[config.mk]
export PLATFORM = sky130hd
export DESIGN_NAME = srh_top
export DESIGN_NICKNAME = d
export VERILOG_FILES = /design/src/design/srh_pkg.sv /design/src/design/srh_top.sv
export SDC_FILE = /design/constraint.sdc
export NUM_CORES = 2
export LEC_CHECK = 0
export ABC_AREA = 1
export BUFFER_PORTS_ARGS = -buffer_cell sky130_fd_sc_hd__buf_2
export CORE_MARGIN = 8
export CORE_UTILIZATION = 58
export CTS_BUF_LIST = sky130_fd_sc_hd__clkbuf_2 sky130_fd_sc_hd__clkbuf_4 sky130_fd_sc_hd__clkbuf_8
export DETAILED_ROUTE_END_ITERATION = 8
export GPL_TIMING_DRIVEN = 1
export PLACE_DENSITY = 0.77
export SYNTH_ARGS = -nofsm -noshare
export SYNTH_HDL_FRONTEND = slang
export SYNTH_SLANG_ARGS = --single-unit
[constraint.sdc]
create_clock -name CORE_CLK -period 9.31 [get_ports CORE_CLK]
set_clock_uncertainty 0.1 [all_clocks]
set_input_delay 0.4655 -clock CORE_CLK [delete_from_list [all_inputs] [get_ports CORE_CLK]]
set_output_delay 0.4655 -clock CORE_CLK [all_outputs]
set_load 0.05 [all_outputs]
[src/design/srh_pkg.sv]
// srh_pkg: constants, register map and carrier types of the sort result handler block
// assumes one 20 MHz core clock and a synchronous active-high reset
// What this block does
// - comparator on: each measurement's sorting judgment appears on the handler lines
// - comparator off: sort lines idle; index and end lines stay low
// - alarm line follows the error state, whatever the comparator state
// - external trigger accepted only in external trigger mode
// - key-lock input low freezes the front-panel lock state
// - no error, primary in bin n, secondary in: bin n line, code n
// - primary out: no-class line plus low flag if below, else high flag; code 0
// - low cap adds its line to judgment, status 2; open: only it, code 11
// - every slash-named handler line is active low
// - low cap when primary value at or below percentage of range full scale
// - overload keeps every bin-class line high
package srh_pkg;

	// ----------------------------------------------------------------
	// register byte offsets
	// ----------------------------------------------------------------
	localparam logic [7:0] OFS_CTRL    = 8'h00;
	localparam logic [7:0] OFS_LIMIT   = 8'h04;
	localparam logic [7:0] OFS_RESULT  = 8'h08;
	localparam logic [7:0] OFS_VALUE   = 8'h0C;
	localparam logic [7:0] OFS_INT_ST  = 8'h10;
	localparam logic [7:0] OFS_INT_CLR = 8'h14;
	localparam logic [7:0] OFS_INT_EN  = 8'h18;
	localparam logic [7:0] OFS_LINES   = 8'h1C;

	// ----------------------------------------------------------------
	// field positions and codes
	// ----------------------------------------------------------------
	localparam int CTRL_W      = 5;
	localparam int LIMIT_W     = 17;
	localparam int RES_STAT_LSB = 8;
	localparam int INT_W       = 3;
	localparam int IRQ_DONE    = 0;
	localparam int IRQ_ERROR   = 1;
	localparam int IRQ_TRIG    = 2;
	localparam logic [3:0] CODE_NONE = 4'h0;
	localparam logic [3:0] CODE_AUX  = 4'hA;
	localparam logic [3:0] CODE_NOSORT = 4'hB;
	localparam logic [3:0] BIN_LAST  = 4'h9;
	localparam logic [1:0] ST_OK     = 2'h0;
	localparam logic [1:0] ST_OVERRANGE_N   = 2'h1;
	localparam logic [1:0] ST_LOWC   = 2'h2;
	// single-precision pattern of the unsortable sentinel value
	localparam logic [31:0] VALUE_SENTINEL = 32'h7E94F56F;
	// low cap limit counts 0.001 % steps of full scale
	localparam logic [63:0] LIMIT_SCALE = 64'h00000000000186A0;
	localparam logic [LIMIT_W-1:0] LIMIT_RST = 17'h00000;
	localparam logic [8:0] CLASS_IDLE = 9'h1FF;

	// ----------------------------------------------------------------
	// carrier types
	// ----------------------------------------------------------------
	typedef struct packed {
		logic lock_req;
		logic lowc_en;
		logic trig_ext;
		logic aux_en;
		logic comp_en;
	} srh_ctrl_t;

	typedef struct packed {
		logic [8:0] class_n;
		logic       no_class_n;
		logic       aux_n;
		logic       phi_n;
		logic       plo_n;
		logic       sec_n;
		logic       ovr_n;
		logic       lowc_n;
	} srh_lines_t;

	localparam srh_lines_t LINES_IDLE = 16'hFFFF;

	typedef struct packed {
		logic [3:0]  code;
		logic [1:0]  status;
		logic [31:0] value;
	} srh_report_t;

	typedef struct packed {
		srh_lines_t  lines;
		srh_report_t report;
	} srh_judge_t;

	typedef struct packed {
		srh_ctrl_t          ctrl;
		logic [LIMIT_W-1:0] limit;
		srh_lines_t         lines;
		srh_report_t        report;
		logic               index_n;
		logic               eom_n;
		logic               alarm_n;
		logic [2:0]         trig_s;
		logic [1:0]         key_s;
		logic               lock;
		logic               trig_pulse;
		logic [INT_W-1:0]   int_st;
		logic [INT_W-1:0]   int_en;
		logic               irq;
		logic               wr_pend;
		logic [7:0]         wr_addr;
		logic [31:0]        hrdata;
		logic               hreadyout;
	} srh_state_t;

endpackage

[src/design/srh_top.sv]
// srh_top: handler line encoder with AHB-Lite register slave and interrupt
// assumes the comparator supplies one done pulse per measurement on CORE_CLK;
// trigger and key-lock pins are asynchronous
`timescale 1ns/1ns
module srh_top (
	input  wire logic        CORE_CLK,
	input  wire logic        SRST,
	input  wire logic        HSEL,
	input  wire logic [31:0] HADDR,
	input  wire logic [1:0]  HTRANS,
	input  wire logic        HWRITE,
	input  wire logic [2:0]  HSIZE,
	input  wire logic [31:0] HWDATA,
	input  wire logic        HREADY,
	output logic      [31:0] HRDATA,
	output logic             HREADYOUT,
	output logic             HRESP,
	input  wire logic        MEAS_START,
	input  wire logic        MEAS_DONE,
	input  wire logic [3:0]  MEAS_BIN,
	input  wire logic        MEAS_BELOW,
	input  wire logic        MEAS_SEC_IN,
	input  wire logic        MEAS_OVERRANGE_N,
	input  wire logic        MEAS_OPEN,
	input  wire logic [31:0] MEAS_VALUE,
	input  wire logic [31:0] RANGE_FULL,
	input  wire logic        ERROR,
	input  wire logic        EXTERNAL_TRIGGER_IN,
	input  wire logic        KEY_LOCK_N,
	output logic      [8:0]  SORT_CLASS_N,
	output logic             NO_CLASS_N,
	output logic             AUXILIARY_CLASS_N,
	output logic             PRIMARY_HIGH_FAIL_N,
	output logic             PRIMARY_LOW_FAIL_N,
	output logic             SECONDARY_FAIL_N,
	output logic             OVERRANGE_N,
	output logic             LOW_CAP_OR_OPEN_N,
	output logic             INDEX_N,
	output logic             MEASURE_END_N,
	output logic             ALARM_N,
	output logic             TRIG_ACCEPT,
	output logic             PANEL_LOCK,
	output logic             IRQ
);

	localparam int INT_W_L = srh_pkg::INT_W;

	srh_pkg::srh_state_t s_q;
	srh_pkg::srh_state_t s_d;
	srh_pkg::srh_judge_t jdg;
	logic                addr_ok;
	logic [INT_W_L-1:0]  ev;

	// ----------------------------------------------------------------
	// judgment encoder
	// ----------------------------------------------------------------
	// low cap compare is done in 64 bits so no scaling precision is lost
	function automatic srh_pkg::srh_judge_t judge(
		input srh_pkg::srh_ctrl_t c,
		input logic [16:0]        lim,
		input logic [3:0]         bin,
		input logic               below,
		input logic               sec_in,
		input logic               overrange_n,
		input logic               open,
		input logic [31:0]        val,
		input logic [31:0]        fs
	);
		srh_pkg::srh_judge_t j;
		logic                lowc;
		j = '0;
		j.lines = srh_pkg::LINES_IDLE;
		j.report.value = val;
		j.report.status = srh_pkg::ST_OK;
		lowc = c.lowc_en && (({32'h0, val} * srh_pkg::LIMIT_SCALE) <=
			({32'h0, fs} * {47'h0, lim}));
		if (overrange_n) begin
			j.lines.ovr_n = 1'b0;
			j.report.status = srh_pkg::ST_OVERRANGE_N;
			j.report.value = srh_pkg::VALUE_SENTINEL;
			j.report.code = srh_pkg::CODE_NOSORT;
		end else if (open) begin
			j.lines.lowc_n = 1'b0;
			j.report.status = srh_pkg::ST_LOWC;
			j.report.value = srh_pkg::VALUE_SENTINEL;
			j.report.code = srh_pkg::CODE_NOSORT;
		end else begin
			if (bin != 4'h0 && bin <= srh_pkg::BIN_LAST) begin
				if (sec_in) begin
					j.lines.class_n[bin - 4'h1] = 1'b0;
					j.report.code = bin;
				end else begin
					j.lines.sec_n = 1'b0;
					if (c.aux_en) begin
						j.lines.aux_n = 1'b0;
						j.report.code = srh_pkg::CODE_AUX;
					end else begin
						j.lines.no_class_n = 1'b0;
						j.report.code = srh_pkg::CODE_NONE;
					end
				end
			end else begin
				j.lines.no_class_n = 1'b0;
				j.report.code = srh_pkg::CODE_NONE;
				if (below) begin
					j.lines.plo_n = 1'b0;
				end else begin
					j.lines.phi_n = 1'b0;
				end
			end
			if (lowc) begin
				j.lines.lowc_n = 1'b0;
				j.report.status = srh_pkg::ST_LOWC;
			end
		end
		return j;
	endfunction

	// ----------------------------------------------------------------
	// register read mux
	// ----------------------------------------------------------------
	function automatic logic [31:0] rd_mux(
		input srh_pkg::srh_state_t s,
		input logic [7:0]          a
	);
		logic [31:0] r;
		r = 32'h00000000;
		case (a)
			srh_pkg::OFS_CTRL:   r = {27'h0, s.ctrl};
			srh_pkg::OFS_LIMIT:  r = {15'h0, s.limit};
			srh_pkg::OFS_RESULT: r = {22'h0, s.report.status, 4'h0, s.report.code};
			srh_pkg::OFS_VALUE:  r = s.report.value;
			srh_pkg::OFS_INT_ST: r = {29'h0, s.int_st};
			srh_pkg::OFS_INT_EN: r = {29'h0, s.int_en};
			srh_pkg::OFS_LINES:  r = {13'h0, s.index_n, s.eom_n, s.alarm_n, s.lines};
			default:             r = 32'h00000000;
		endcase
		return r;
	endfunction

	assign jdg = judge(s_q.ctrl, s_q.limit, MEAS_BIN, MEAS_BELOW, MEAS_SEC_IN,
		MEAS_OVERRANGE_N, MEAS_OPEN, MEAS_VALUE, RANGE_FULL);
	assign addr_ok = HSEL && HTRANS[1] && HREADY;

	// ----------------------------------------------------------------
	// next state
	// ----------------------------------------------------------------
	always_comb begin
		s_d = s_q;
		ev = '0;
		s_d.hreadyout = 1'b1;
		// pin synchronisers: stage 0 feeds stage 1 only
		s_d.trig_s = {s_q.trig_s[1:0], EXTERNAL_TRIGGER_IN};
		s_d.key_s = {s_q.key_s[0], KEY_LOCK_N};
		s_d.trig_pulse = s_q.trig_s[1] && !s_q.trig_s[2] && s_q.ctrl.trig_ext;
		if (s_q.key_s[1]) begin
			s_d.lock = s_q.ctrl.lock_req;
		end
		s_d.alarm_n = !ERROR;
		if (MEAS_DONE) begin
			s_d.report = jdg.report;
		end
		if (!s_q.ctrl.comp_en) begin
			s_d.lines = srh_pkg::LINES_IDLE;
			s_d.index_n = 1'b0;
			s_d.eom_n = 1'b0;
		end else if (MEAS_DONE) begin
			s_d.lines = jdg.lines;
			s_d.index_n = 1'b0;
			s_d.eom_n = 1'b0;
		end else if (MEAS_START) begin
			s_d.index_n = 1'b1;
			s_d.eom_n = 1'b1;
		end
		// bus: read data registered in the address phase, write in the data phase
		s_d.wr_pend = addr_ok && HWRITE;
		if (addr_ok) begin
			s_d.wr_addr = HADDR[7:0];
			if (!HWRITE) begin
				s_d.hrdata = rd_mux(s_q, HADDR[7:0]);
			end
		end
		if (s_q.wr_pend) begin
			case (s_q.wr_addr)
				srh_pkg::OFS_CTRL:    s_d.ctrl = HWDATA[srh_pkg::CTRL_W-1:0];
				srh_pkg::OFS_LIMIT:   s_d.limit = HWDATA[srh_pkg::LIMIT_W-1:0];
				srh_pkg::OFS_INT_CLR: s_d.int_st = s_q.int_st & ~HWDATA[INT_W_L-1:0];
				srh_pkg::OFS_INT_EN:  s_d.int_en = HWDATA[INT_W_L-1:0];
				default:              s_d.int_en = s_q.int_en;
			endcase
		end
		ev[srh_pkg::IRQ_DONE] = MEAS_DONE;
		ev[srh_pkg::IRQ_ERROR] = ERROR;
		ev[srh_pkg::IRQ_TRIG] = s_d.trig_pulse;
		// a new event beats a clear in the same cycle
		s_d.int_st = s_d.int_st | ev;
		s_d.irq = |(s_d.int_st & s_d.int_en);
		if (SRST) begin
			s_d = '0;
			s_d.limit = srh_pkg::LIMIT_RST;
			s_d.lines = srh_pkg::LINES_IDLE;
			s_d.alarm_n = 1'b1;
			s_d.hreadyout = 1'b1;
		end
	end

	always_ff @(posedge CORE_CLK) begin
		s_q <= s_d;
	end

	// ----------------------------------------------------------------
	// outputs
	// ----------------------------------------------------------------
	assign HRDATA              = s_q.hrdata;
	assign HREADYOUT           = s_q.hreadyout;
	assign HRESP               = 1'b0 & s_q.hreadyout;
	assign SORT_CLASS_N        = s_q.lines.class_n;
	assign NO_CLASS_N          = s_q.lines.no_class_n;
	assign AUXILIARY_CLASS_N   = s_q.lines.aux_n;
	assign PRIMARY_HIGH_FAIL_N = s_q.lines.phi_n;
	assign PRIMARY_LOW_FAIL_N  = s_q.lines.plo_n;
	assign SECONDARY_FAIL_N    = s_q.lines.sec_n;
	assign OVERRANGE_N         = s_q.lines.ovr_n;
	assign LOW_CAP_OR_OPEN_N   = s_q.lines.lowc_n;
	assign INDEX_N             = s_q.index_n;
	assign MEASURE_END_N       = s_q.eom_n;
	assign ALARM_N             = s_q.alarm_n;
	assign TRIG_ACCEPT         = s_q.trig_pulse;
	assign PANEL_LOCK          = s_q.lock;
	assign IRQ                 = s_q.irq;

	logic normal;
	assign normal = MEAS_DONE && s_q.ctrl.comp_en && !MEAS_OVERRANGE_N && !MEAS_OPEN;
endmodule // srh_top

==> flow_metrics.py <==
metrics = {
    "cts": {
        "path_clk_slew_ps": 90,
        "clock_sinks": 133,
        "cts_tree": "yes",
        "worstSkewPairLatency_ps": 470,
        "postCtsHoldBufs": 0,
        "clockBufferDepth": 2,
        "cts_buffers": 17,
        "cts_root_buf": "clkbuf_8",
        "cts_resized": 0,
        "htreeDepth": 4,
        "postCtsSetupBuffers": 0,
    },
    "synthesis": {
        "async_flop_share": 0,
        "syn_inst": 4125,
        "ys_seq_area_frac": 0.0845,
        "ys.flop_type": "dfxtp_1",
        "synth_area_leaders": "fa_1, ha_1, inv_1",
        "netlist_area_um2": 31500,
        "synth_top_area_cell": "fa_1",
        "synth_edf_count": 0,
        "ys_ff_latch": 133,
        "netlist.area_leader.share": 0.354,
        "synth_fp_nets": 5165,
        "yosys_warnings": 0,
        "avgSynthCellArea_um2": 7.64,
        "yosys.cell_types.count": 63,
    },
    "worst_setup_path": {
        "end_kind": "flip-flop",
        "cp-start-kind": "flip-flop",
        "slowest_delay_ps": 820,
        "required_ps": 9590,
        "cp_max_fo": 21,
        "slowest_stage": "dfxtp_1",
        "worst_ep_arrival_time_ps": 8360,
        "path_class": "reg2reg",
    },
    "layout": {
        "layout-drive-gt1-share": 0.0750,
        "layout_commonest_cell": "inv_1",
        "nFillCells": 4849,
        "area_growth_pct": 4.12,
        "largest_reg_flops": 80,
        "final_cell_mix": "inv_1, nand2_1, fa_1",
        "design_area_um2": 32800,
        "fin_nets": 5161,
        "fin_cells": 4839,
        "top_register": "s_q",
    },
    "route": {
        "vias": 26368,
        "first_iter_violations": 1978,
        "dr.pass1.iters": 6,
        "post-route-drc-count": 0,
        "drt-total-wl_mm": 85.3,
        "vias_per_cell": 5.45,
        "ant_nets": 0,
        "wire_per_inst_um": 17.6,
    },
    "grt": {
        "grt_pass1_wl_mm": 140,
        "track_usage": 0.277,
        "grt_overflow_total": 0,
        "grt_pass1_vias": 27180,
        "grt_max_degree": 72,
        "antenna_found_initial": 9,
    },
    "power_and_ir_drop": {
        "p_leak_nw": 17.9,
        "netSwitchingPower_mw": 2.91,
        "share_seq_of_total_power": 0.115,
        "ir_worst_vdd_mv": 0.263,
        "power_density_nw_per_um2": 157,
        "p_comb_frac": 0.791,
        "power_frac_clock": 0.094,
        "p_sw_frac": 0.564,
        "intPower_mw": 2.25,
    },
    "floorplan": {
        "num_io_pins": 207,
        "fp.dieArea_um2": 62100,
        "die_h_um": 249,
        "die_w_um": 249,
        "rows": 85,
        "core_area_um2": 53800,
        "start_util": 0.586,
    },
    "sta": {
        "rsz0062_at_grt": "no",
        "maxSlewHeadroom": 0.281,
        "tns_ps": 0,
        "hold-worst-slack_ps": 82.8,
        "finalHoldViolCount": 0,
        "slew_violations": 0,
        "fmax_ghz": 0.124,
        "period_minus_slack_ps": 8090,
        "setup_viol": 0,
        "worst_slew_pin_slew_ps": 1080,
        "post-route-period-util": 0.869,
    },
    "placement": {
        "post-place-cells": 4798,
        "dpl_cell_area_um2": 32400,
        "portBuffers": 161,
        "hpwl_mm": 72.6,
        "place_congestion": 0.968,
    },
    "status": {
        "status": "completed",
    },
    "job": {
        "drv_cap": 0,
    },
    "worst_hold_path": {
        "hold_class": "in2reg",
    },
}
==> worst max-delay path: cells and delay by family, from the launching register on <==
kind	cells	cell delay, ps
AOI/OAI and AO/OA	4	920
xor gates and xnor gates	1	180
adders and majority gates	8	3770
buffers and inverters	3	490
DFF	1	820
and+or+nand+nor	14	1660
==> Yosys cell counts, drive strengths merged (2+ instances only) <==
cell type / instances
inv: 1038
nand2: 960
fa: 557
ha: 332
nor2: 215
a21oi: 205
clkbuf: 154
o21ai: 153
dfxtp: 133
nand3: 71
buf: 54
xnor2: 39
xor2: 38
nor3: 25
a31oi: 23
nand4: 19
o21bai: 17
a21o: 13
o221a: 11
o22ai: 8
o211ai: 7
o21a: 7
a21boi: 6
a211oi: 5
nor4: 5
and2: 4
a32oi: 3
o2111ai: 3
o221ai: 3
o31ai: 3
a22oi: 2
conb: 2
nand3b: 2
==> power groups by stage <==
| stage | clock network (mW) | logic [mW] | registers (mW) |
|---|---|---|---|
| final | 0.483 | 4.08 | 0.593 |
| after global routing | 0.512 | 4.58 | 0.594 |
| after CTS | 0.485 | 4.05 | 0.592 |
| after detailed placement | 0 | 4.02 | 0.605 |
| after global placement | 0 | 3.96 | 0.605 |
| after floorplan | 0 | 2.91 | 0.604 |
==> per-stage QoR <==
| step | worst slack (ps) | total power, mW | utilization |
|---|---|---|---|
| floorplan | 2430 | 3.51 | - |
| CTS | 1260 | 5.13 | 0.610 |
| global route | 833 | 5.69 | 0.610 |
| detailed placement | 1310 | 4.62 | 0.602 |
| finish | 1220 | 5.16 | 0.610 |
| global placement | 1400 | 4.56 | 0.602 |
==> final cells by class <==
type / count / area (um^2) / share of cell area
repair buffers: 185 / 986 / 0.0300
multi-input cells: 2746 / 24000 / 0.731
diodes: 9 / 22.5 / 0.000686
clock buffers: 17 / 234 / 0.00713
flip-flops and latches: 133 / 2660 / 0.0811
inverters: 1038 / 3900 / 0.119
well taps: 696 / 871 / 0.0265
clock inverters: 15 / 156 / 0.00476
==> cells by family (layout without fill, tap and decap cells) <==
logic type               count (synthesis)  in the layout  share of synthesized area
AO/OA/AOI/OAI                          476            476                     0.0881
other                                    2             11                   0.000238
flip-flops                             133            133                     0.0845
AND/OR/NAND/NOR                       1302           1302                      0.166
adder cells (fa/ha/maj)                889            889                      0.486
buffers and inverters                 1246           1255                      0.154
XOR/XNOR                                77             77                     0.0214
==> routing by layer <==
| metal | vias up | track usage | share of wire | wire length [um] |
|---|---|---|---|---|
| li1 | 12274 | - | - | - |
| met1 | 12907 | 0.369 | 0.42 | 35400 |
| met2 | 1029 | 0.474 | 0.49 | 41700 |
| met3 | 158 | 0.0406 | 0.074 | 6340 |
| met4 | 0 | 0.0659 | 0.021 | 1780 |
| met5 | - | 0 | 0 | 0 |
==> final timing paths <==
check	from	endpoint	slack, ps	cells past startpoint
min	KEY_LOCK_N	s_q[51]	80	3
max	s_q[124]	LOW_CAP_OR_OPEN_N	1220	30
min reg2reg	s_q[53]	s_q[54]	320	2
max reg2reg	s_q[124]	LOW_CAP_OR_OPEN_N	1220	30
(Power assumes the default switching activity.)
